===== src/include/tick_timer_regs.svh =====
// Purpose: offsets, field positions, reset values and timing counts
// Assumes: word-aligned register file, 32-bit data
// Notes: definitions only
`ifndef TICK_TIMER_REGS_SVH
`define TICK_TIMER_REGS_SVH
`define TT_OFF_CTRL 8'h00
`define TT_OFF_RELOAD 8'h04
`define TT_OFF_CURRENT 8'h08
`define TT_OFF_CALIB 8'h0c
`define TT_OFF_CALSET 8'h10
`define TT_OFF_DIV 8'h14
`define TT_OFF_IRQ_STATUS 8'h18
`define TT_OFF_IRQ_MASK 8'h1c
`define TT_BIT_ENABLE 0
`define TT_BIT_IRQ_EN 1
`define TT_BIT_CLKSEL 2
`define TT_BIT_WRAP 16
`define TT_BIT_CALIBRATION_FLAG_A 30
`define TT_BIT_NO_REFERENCE_FLAG 31
`define TT_CNT_W 24
`define TT_DIV_W 8
`define TT_RST_DIV 8'h00
`define TT_TEN_MS_US 10000
`define TT_CLK_MHZ 50
`define TT_TEN_MS_CYCLES (`TT_TEN_MS_US * `TT_CLK_MHZ)
`endif


===== src/include/tick_timer_pkg.sv =====
// Purpose: types shared by the tick timer files
// Assumes: nothing
// Notes: bus request travels as one packed struct
package tick_timer_pkg;
   typedef struct packed {
      logic [7:0] addr;
      logic [31:0] wdata;
      logic wr;
      logic rd;
   } bus_req_t;
   typedef struct packed {
      logic no_reference_flag;
      logic calibration_flag_a;
      logic [23:0] ten_ms;
   } calib_t;
   typedef enum logic [1:0] {st_idle, st_count, st_reload} tick_state_t;
endpackage


===== src/rtl/system_tick_down_timer.sv =====
// Purpose: 24-bit periodic down-counting tick timer with its own exception
// Assumes: single 50 MHz clock; software is the only bus master
// Notes: divided tick source is a pulse from tick_divider
`timescale 1ns/100ps
`include "tick_timer_regs.svh"
// Contract
// - 24-bit down counter, request at zero
// - dedicated exception output, not shared line
// - clock select 1 system, 0 divided
// - divided tick from programmable main divider
// - reload zero never raises interrupt
// - current-value write clears count
// - read-only calibration, ten ms field
// - calibration_flag_a and no-reference from calibration setting
// - 0x3 enables with divided clock
// - 0x7 enables with system clock
// - readable wrap flag
// - no external pins used
module system_tick_down_timer #(
   parameter int CNT_W = `TT_CNT_W,
   parameter int DIV_W = `TT_DIV_W
) (
   input wire logic clock,
   input wire logic arst_n,
   input wire logic clk_en,
   input wire tick_timer_pkg::bus_req_t bus,
   output logic [31:0] rdata,
   output logic tick_exception,
   output logic irq
);
   import tick_timer_pkg::*;

   // -----------------------------------------------------------------
   // state
   // -----------------------------------------------------------------
   logic enable_q; // counter enable
   logic irq_en_q; // exception enable
   logic clksel_q; // 1 system clock, 0 divided tick
   logic wrap_q; // count flag
   logic [CNT_W-1:0] reload_q; // reload value
   logic [CNT_W-1:0] count_q; // current value
   calib_t calset_q; // system-level calibration setting
   logic [DIV_W-1:0] div_q; // tick clock divider setting
   logic [1:0] ists_q; // sticky: bit0 wrap, bit1 calibration written
   logic [1:0] imask_q; // mask, same layout
   tick_state_t state_q; // counter phase
   logic div_tick; // divided tick pulse
   logic tick_en; // tick for this cycle
   logic zero_event; // counter reaching zero this tick
   logic wr_ctrl, wr_reload, wr_cur, wr_calset, wr_div, wr_mask;
   logic rd_ctrl, rd_ists;

   // address match for one strobe
   function automatic logic hit(input logic stb, input logic [7:0] a,
                                input logic [7:0] off);
      hit = stb && (a == off);
   endfunction

   assign wr_ctrl = hit(bus.wr, bus.addr, `TT_OFF_CTRL);
   assign wr_reload = hit(bus.wr, bus.addr, `TT_OFF_RELOAD);
   assign wr_cur = hit(bus.wr, bus.addr, `TT_OFF_CURRENT);
   assign wr_calset = hit(bus.wr, bus.addr, `TT_OFF_CALSET);
   assign wr_div = hit(bus.wr, bus.addr, `TT_OFF_DIV);
   assign wr_mask = hit(bus.wr, bus.addr, `TT_OFF_IRQ_MASK);
   assign rd_ctrl = hit(bus.rd, bus.addr, `TT_OFF_CTRL);
   assign rd_ists = hit(bus.rd, bus.addr, `TT_OFF_IRQ_STATUS);

   // -----------------------------------------------------------------
   // tick source
   // -----------------------------------------------------------------
   tick_divider #(.DIV_W(DIV_W)) u_div (
      .clock(clock),
      .arst_n(arst_n),
      .clk_en(clk_en),
      .divide(div_q),
      .tick(div_tick)
   );

   // system clock ticks every cycle; divided source only on its pulse
   assign tick_en = clksel_q ? 1'b1 : div_tick;
   // one-to-zero step is the event; a zero reload suppresses it outright
   assign zero_event = enable_q && tick_en && (state_q == st_count) &&
                       (reload_q != '0) &&
                       (count_q == {{(CNT_W-1){1'b0}}, 1'b1});

   // -----------------------------------------------------------------
   // control register
   // -----------------------------------------------------------------
   // bit layout makes 0x3 divided and 0x7 system-clock operation
   always_ff @(posedge clock or negedge arst_n) begin
      if (!arst_n) begin
         enable_q <= 1'b0;
         irq_en_q <= 1'b0;
         clksel_q <= 1'b0;
      end else if (clk_en && wr_ctrl) begin
         enable_q <= bus.wdata[`TT_BIT_ENABLE];
         irq_en_q <= bus.wdata[`TT_BIT_IRQ_EN];
         clksel_q <= bus.wdata[`TT_BIT_CLKSEL];
      end
   end

   // -----------------------------------------------------------------
   // configuration registers
   // -----------------------------------------------------------------
   // software is expected to load reload before enabling
   always_ff @(posedge clock or negedge arst_n) begin
      if (!arst_n) begin
         reload_q <= '0;
         calset_q <= '0;
         div_q <= `TT_RST_DIV;
         imask_q <= '0;
      end else if (clk_en) begin
         if (wr_reload) begin
            reload_q <= bus.wdata[CNT_W-1:0];
         end
         if (wr_calset) begin
            calset_q.ten_ms <= bus.wdata[23:0];
            calset_q.calibration_flag_a <= bus.wdata[`TT_BIT_CALIBRATION_FLAG_A];
            calset_q.no_reference_flag <= bus.wdata[`TT_BIT_NO_REFERENCE_FLAG];
         end
         if (wr_div) begin
            div_q <= bus.wdata[DIV_W-1:0];
         end
         if (wr_mask) begin
            imask_q <= bus.wdata[1:0];
         end
      end
   end

   // -----------------------------------------------------------------
   // counter
   // -----------------------------------------------------------------
   // a cleared counter loads reload on its next tick, giving reload+1
   always_ff @(posedge clock or negedge arst_n) begin
      if (!arst_n) begin
         count_q <= '0;
         state_q <= st_reload;
      end else if (clk_en) begin
         if (wr_cur) begin
            count_q <= '0;
            state_q <= st_reload;
         end else if (enable_q && tick_en) begin
            case (state_q)
               st_reload: begin
                  count_q <= reload_q;
                  state_q <= (reload_q == '0) ? st_idle : st_count;
               end
               st_count: begin
                  count_q <= count_q - 1'b1;
                  if (count_q == {{(CNT_W-1){1'b0}}, 1'b1}) begin
                     state_q <= st_reload;
                  end
               end
               st_idle: begin
                  // parked at zero: only a nonzero reload restarts
                  if (reload_q != '0) begin
                     count_q <= reload_q;
                     state_q <= st_count;
                  end
               end
               default: state_q <= st_reload;
            endcase
         end
      end
   end

   // -----------------------------------------------------------------
   // wrap flag
   // -----------------------------------------------------------------
   // set wins over the read or write that clears it
   always_ff @(posedge clock or negedge arst_n) begin
      if (!arst_n) begin
         wrap_q <= 1'b0;
      end else if (clk_en) begin
         if (zero_event) begin
            wrap_q <= 1'b1;
         end else if (rd_ctrl || wr_cur) begin
            wrap_q <= 1'b0;
         end
      end
   end

   // -----------------------------------------------------------------
   // exception and interrupt status
   // -----------------------------------------------------------------
   // exception pulse is its own output, kept apart from the shared irq
   always_ff @(posedge clock or negedge arst_n) begin
      if (!arst_n) begin
         tick_exception <= 1'b0;
      end else if (clk_en) begin
         tick_exception <= zero_event && irq_en_q;
      end
   end

   // sticky bits, cleared by reading; a fresh event beats the clear
   always_ff @(posedge clock or negedge arst_n) begin
      if (!arst_n) begin
         ists_q <= '0;
      end else if (clk_en) begin
         ists_q <= (rd_ists ? 2'b00 : ists_q) | {wr_calset, zero_event};
      end
   end

   always_ff @(posedge clock or negedge arst_n) begin
      if (!arst_n) begin
         irq <= 1'b0;
      end else if (clk_en) begin
         irq <= |(ists_q & imask_q);
      end
   end

   // -----------------------------------------------------------------
   // read port
   // -----------------------------------------------------------------
   // unmapped addresses read zero; calibration register has no write
   always_ff @(posedge clock or negedge arst_n) begin
      if (!arst_n) begin
         rdata <= '0;
      end else if (clk_en) begin
         rdata <= '0;
         if (bus.rd) begin
            case (bus.addr)
               `TT_OFF_CTRL: begin
                  rdata[`TT_BIT_ENABLE] <= enable_q;
                  rdata[`TT_BIT_IRQ_EN] <= irq_en_q;
                  rdata[`TT_BIT_CLKSEL] <= clksel_q;
                  rdata[`TT_BIT_WRAP] <= wrap_q;
               end
               `TT_OFF_RELOAD: rdata[CNT_W-1:0] <= reload_q;
               `TT_OFF_CURRENT: rdata[CNT_W-1:0] <= count_q;
               `TT_OFF_CALIB: begin
                  rdata[23:0] <= calset_q.ten_ms;
                  rdata[`TT_BIT_CALIBRATION_FLAG_A] <= calset_q.calibration_flag_a;
                  rdata[`TT_BIT_NO_REFERENCE_FLAG] <= calset_q.no_reference_flag;
               end
               `TT_OFF_CALSET: begin
                  rdata[23:0] <= calset_q.ten_ms;
                  rdata[`TT_BIT_CALIBRATION_FLAG_A] <= calset_q.calibration_flag_a;
                  rdata[`TT_BIT_NO_REFERENCE_FLAG] <= calset_q.no_reference_flag;
               end
               `TT_OFF_DIV: rdata[DIV_W-1:0] <= div_q;
               `TT_OFF_IRQ_STATUS: rdata[1:0] <= ists_q;
               `TT_OFF_IRQ_MASK: rdata[1:0] <= imask_q;
               default: rdata <= '0;
            endcase
         end
      end
   end
endmodule


===== src/rtl/tick_divider.sv =====
// Purpose: programmable divider making the divided tick clock enable
// Assumes: setting n divides by n+1
// Notes: output is a one-cycle tick pulse, not a real clock
`timescale 1ns/100ps
`include "tick_timer_regs.svh"
module tick_divider #(
   parameter int DIV_W = `TT_DIV_W
) (
   input wire logic clock,
   input wire logic arst_n,
   input wire logic clk_en,
   input wire logic [DIV_W-1:0] divide,
   output logic tick
);
   logic [DIV_W-1:0] cnt_q; // cycles since last tick

   // -----------------------------------------------------------------
   // divider counter
   // -----------------------------------------------------------------
   // a pulse rather than a gated clock keeps the block on one clock
   always_ff @(posedge clock or negedge arst_n) begin
      if (!arst_n) begin
         cnt_q <= '0;
         tick <= 1'b0;
      end else if (clk_en) begin
         if (cnt_q >= divide) begin
            cnt_q <= '0;
            tick <= 1'b1;
         end else begin
            cnt_q <= cnt_q + 1'b1;
            tick <= 1'b0;
         end
      end
   end
endmodule


===== config.mk =====
export PLATFORM = sky130hd
export DESIGN_NAME = system_tick_down_timer
export DESIGN_NICKNAME = d
export VERILOG_FILES = /design/src/include/tick_timer_pkg.sv /design/src/rtl/system_tick_down_timer.sv /design/src/rtl/tick_divider.sv
export VERILOG_INCLUDE_DIRS = /design/src /design/src/include
export SDC_FILE = /design/constraint.sdc
export NUM_CORES = 1
export LEC_CHECK = 0
export BUFFER_PORTS_ARGS = -buffer_cell sky130_fd_sc_hd__buf_2
export CELL_PAD_IN_SITES_DETAIL_PLACEMENT = 0
export CELL_PAD_IN_SITES_GLOBAL_PLACEMENT = 1
export CORE_AREA = 2 2 88 175
export DETAILED_ROUTE_END_ITERATION = 8
export DIE_AREA = 0 0 90 177
export PLACE_DENSITY = 0.8
export SYNTH_ARGS = -nofsm -noshare
export SYNTH_HDL_FRONTEND = slang
export SYNTH_SLANG_ARGS = --single-unit

===== constraint.sdc =====
create_clock -name clock -period 3.03 [get_ports clock]
set_clock_uncertainty 0.05 [all_clocks]
set_input_delay 0.4545 -clock clock [delete_from_list [all_inputs] [get_ports clock]]
set_output_delay 0.4545 -clock clock [all_outputs]
set_load 0.02 [all_outputs]

# [Yosys cells after proc, flatten, opt, wreduce, memory -nomap -nowiden]
# Index checks and enable logic that the tools add are counted.
[word_totals] ff_bits=135 inputBits=45 out_inout_bits=34 word_cells=90
[op_classes] add_sub_neg=2 magnitude_cmp=1 eq_ne=12 mux=24 bitwise=2 reduce_logical=31
[ops] op="$mux 24" n=3
[ops] op="$pmux 24 s3" n=1
[ops] op="$eq 8x5->1 const B" n=4
[ops] op="$mux 32" n=1
[ops] op="$eq 24x1->1 const B" n=1
[ops] op="$logic_not 24->1" n=1
[ops] op="$pmux 8 s3" n=1
[ops] op="$reduce_bool 24->1" n=1
[ops] op="$sub 24x1->24 const B" n=1
[ops] op="$pmux 7 s3" n=1
[ops] op="$pmux 5 s4" n=1
[ops] op="$eq 8x4->1 const B" n=2
[ops] op="$logic_and 1x1->1" n=14
[ops] op="$pmux 2 s7" n=1
[ops] op="$mux 2" n=6
[ops] op="$reduce_and 2->1" n=5
[ops] op="$add 8x1->8 const B" n=1
[ops] op="$eq 8x3->1 const B" n=1
[ops] op="$ge 8x8->1" n=1
[ops] op="$logic_not 8->1" n=1
[ops] op="$mux 8" n=1
[ops] op="$reduce_and 4->1" n=2
[ops] op="$pmux 2 s3" n=1
[ops] op="$mux 1" n=5
[ops] op="13 further kinds" n=15

# [Logic depth before layout (Yosys ltp)]
[logic_depth] word_depth=7 ltp_mapped=9 mapped_depth_nobuf=8

# [Modules after synthesis]
# Synthesis repeated with hierarchy kept, for this count alone.
[unflattened] hier_cells=581 hier_area_um2=6531.3
[by_module_without_submodules] mod="system_tick_down_timer" instances=1 cells_per_inst=516 area_per_inst_um2=5900.7
[by_module_without_submodules] mod="tick_divider" instances=1 cells_per_inst=65 area_per_inst_um2=630.6

# [Least setup slack after synthesis]
# Ideal clock, no wire load.
[synth_timing] path_kind="input to register" from="input port bus[34] (netlist name)" to="register div_q[0]" setup_time_ns=0.125 arrival_time_ns=2.053 required_ns=2.855 path_slack_ns=0.803 stages=7 n_path_buf=2 path_cell_list="nor4_2 > and2b_1 > and4b_1 > buf_4 > and2_1 > clkbuf_1 > mux2_2"
[synth_via] elab_chain_len=3
[synth_rtl] item="start: declaration" line="system_tick_down_timer.sv:26" text="input wire tick_timer_pkg::bus_req_t bus,"
[synth_rtl] item="$eq 8x5->1" line="system_tick_down_timer.sv:56" text="hit = stb && (a == off);"
[synth_rtl] item="$logic_and 1x1->1" line="system_tick_down_timer.sv:56"
[synth_rtl] item="$reduce_and 2->1 (no line)"
[synth_rtl] item="end signal: assignment" line="system_tick_down_timer.sv:110" text="div_q <= `TT_RST_DIV;"
[synth_rtl] item="end signal: assignment" line="system_tick_down_timer.sv:122" text="div_q <= bus.wdata[DIV_W-1:0];"
[synth_rtl] item="end: declaration" line="system_tick_down_timer.sv:43" text="logic [DIV_W-1:0] div_q;"
# Every way passes these cells.
# A chain may end at the register's enable or synchronous reset.

# [Worst setup path in the final report]
[layout_timing] from="register reload_q[17]" to="register count_q[21]"
[layout_via] elab_chain_len=3
[layout_rtl] item="start: declaration" line="system_tick_down_timer.sv:40" text="logic [CNT_W-1:0] reload_q;"
[layout_rtl] item="start signal: assignment" line="system_tick_down_timer.sv:114" text="reload_q <= bus.wdata[CNT_W-1:0];"
[layout_rtl] item="$reduce_bool 24->1" line="system_tick_down_timer.sv:156" text="if (reload_q != '0) begin"
[layout_rtl] item="$ne 3x3->1 (no line)"
[layout_rtl] item="$reduce_and 4->1 (no line)"
[layout_rtl] item="end signal: assignment" line="system_tick_down_timer.sv:145" text="count_q <= reload_q;"
[layout_rtl] item="end signal: assignment" line="system_tick_down_timer.sv:149" text="count_q <= count_q - 1'b1;"
[layout_rtl] item="end signal: assignment" line="system_tick_down_timer.sv:157" text="count_q <= reload_q;"
[layout_rtl] item="end: declaration" line="system_tick_down_timer.sv:41" text="logic [CNT_W-1:0] count_q;"
# Every way passes these cells.

==> impl_metrics.ini <==
[cts]
post_cts_buffers = 0
cts_tree = yes
numCtsBuffers = 17
clk_path_buf_depth = 2
cts.sinks = 129
cts_max_level = 4
path_clk_slew_ns = 0.06
cts-hold-fix-buffers = 0
cts_resized = 0
clk_latency_ns = 0.41
cts-root-buf = clkbuf_16

[setup_path]
crit_buf_inv = 0
critPathCaptureType = flop
path_common_cell = o21ai_0
cp_slowest_cell = o21ai_2
crit_chain = or4_1 -> nor2_1 -> nand4_1 -> o21ai_2 -> o21ai_0 -> o21ai_0
start_kind = flop
crit_required_ns = 3.30
crit_family = compound AO/OA/AOI/OAI gates
worst-path-max-fanout = 25
path_class = flop to flop
cpPeakStageDelay_ns = 0.88
critical_path_arrival_ns = 3.00

[sta]
fmax_mhz = 366.5
max_slew_margin = 0.2935
period_share = 0.9004
period_needed_ns = 2.728
fin_setup_tns_ns = 0
drv_slew = 0
tightest_slew_ns = 1.060
final-hold-violation-count = 0
rsz0062_at_grt = false
finalSetupViolCount = 0

[global_route]
grt_pass1_vias = 5497
grt_use_total = 0.2231
grt_pass1_wl_um = 28480
grt_antenna_before_repair = 0
grt_overflow = 0
grt_max_degree = 53

[drt]
initialDrtViolationCount = 366
ant_nets = 0
dr_total_vias = 5382
drt_first_pass_iters = 5
wl_per_cell_um = 18.30
wirelength_um = 17020
avgViaCountPerCell = 5.787
drc_errors = 0

[logic_synthesis]
synthesis.area_mm2 = 0.006590
post-synth-top-area-fraction = 0.4860
synth_xor_area_frac = 0.003987
ys_top_cells_by_area = dfrtp_1 49%, mux2_2 9.6%, o21ai_0 3.9%
yosys_most_used_dff = dfrtp_1
synth-compound-area-share = 0.1861
synthMuxAreaShare = 0.1063
synth_most_common_cell = dfrtp_1
syn_avg_cell_area_um2 = 10.11
synth_top_family_by_area = compound AO/OA/AOI/OAI gates
synth-seq-cells = 129
synth_cells = 652
yosys_warnings = 0
synth_top_area_cell = dfrtp_1
yosysUniqueCellTypes = 66
synth.top_cells.by_count = 128 x dfrtp_1, 56 x mux2_2, 52 x o21ai_0
yosys.area_share.simple = 0.1348
synth_seq_area_share = 0.4900
synth-edff-count = 0
synthAdderAreaFrac = 0.02088
ys_async_sr_fraction = 1.000

[power]
ir_drop_mv = 0.3864
p_leak_nw = 3.642
cellPowerDensity_mw_per_mm2 = 537.1

[die]
core_area_mm2 = 0.01466
die_x_um = 90
num_rows = 63
dieArea_mm2 = 0.01593
start_util = 0.4495
die_y_um = 177
io_pins = 79

[layout]
syn2layout_area_growth_pct = 17.28
layout-drive-gt1-share = 0.2531
antennaDiodeCount = 0
layout.nets = 778
fin_util = 0.5271

[run_status]
status = completed

[hold_path]
hold_path.class = primary input to asynchronous set/reset pin

[placed_design]
io_buffers = 66
post-dp-hpwl_um = 11950
gp_congestion = 0.8642

[flow_run]
cap_violations = 0
## metal layers
metal	GRT usage	part of all wire	vias up
met5	0	0	-
met4	0.07885	0.018	0
met3	0.04131	0.045	23
met2	0.3794	0.51	161
met1	0.2850	0.43	2670
li1	-	-	2528
## cell usage in the layout, fill, tap and decap left out, types with 3 or more instances in the layout
cell,instances
nand3b_1,3
conb_1,6
a22oi_1,7
nor2_1,39
o21ai_1,5
nand3_1,15
clkbuf_16,17
o22ai_1,27
nand4_1,8
clkbuf_1,4
clkinv_2,4
o21ai_0,52
a211oi_1,4
a21boi_0,5
nor4_1,15
and3_1,4
nand2b_1,4
clkinvlp_4,3
mux2_2,56
o31ai_1,3
a221o_1,4
a21oi_1,43
nand2_1,37
mux2i_1,7
dfrtp_1,128
ha_1,11
a22o_1,13
o2bb2ai_1,3
buf_4,22
a31oi_1,6
nor3_1,15
a222oi_1,6
inv_1,45
buf_2,65
and2_1,3
## final cells by class
class | instances | area, um^2
fillers | 1381 | 6933
flip-flops and latches | 129 | 3229
multi-input cells | 441 | 3010
repair buffers | 88 | 510.5
clock buffers | 22 | 454.2
well taps | 195 | 244.0
inverters | 45 | 168.9
clock inverters | 10 | 111.4
## power by group
group	internal [W]	switching (W)
sequential	0.00179	0.0000720
combinational	0.000130	0.000178
clock	0.00123	0.000756
## state kept, by name, indices dropped and copies added, names as in the netlist, 2 cells and up
name,cells
state_q,2
rdata,26
imask_q,2
calset_q,26
div_q,8
count_q,24
u_div.cnt_q,8
reload_q,24
ists_q,2
## worst register-to-register path, delay by kind of cell (launching register included)
| kind | cells | cell delay (ns) |
|---|---|---|
| compound gates | 3 | 1.22 |
| flops | 1 | 0.42 |
| simple gates | 3 | 0.96 |
## stage by stage
step                hold slack [ns]  cells  cell area, um^2  power [W]  setup slack (ns)
global placement             0.4213    898             7163   0.002192            0.3281
floorplan                    0.1089    657             6609   0.002062            0.8026
finish                      0.02240    930             7729   0.004151            0.3018
global route                0.07931    930             7729   0.004303           0.06978
detailed placement           0.4276    898             7163   0.002201            0.3419
CTS                         0.04782    930             7729   0.004187            0.3110
## cells by family (layout without fill, tap and decap cells)
group           after synthesis  count (layout)
compound gates              194             194
simple gates                164             164
flops                       129             129
buf+inv                      87             165
mux                          63              63
fa+ha+maj                    11              11
xor+xnor                      3               3
other cells                   1               6
## path summary, 6_finish.rpt
kind                       cells after the start          from  slack [ns]      endpoint
max                                            6  reload_q[17]        0.30   count_q[21]
min                                            1        arst_n        0.02     rdata[17]
max reg2reg                                    6  reload_q[17]        0.30   count_q[21]
min reg2reg                                    2        wrap_q        0.44        wrap_q
max in group asynchronous                      2        arst_n        2.09  calset_q[21]
min in group clock                             2       bus[33]        0.22  calset_q[25]
Note: power is estimated with default switching activity, not from simulation.
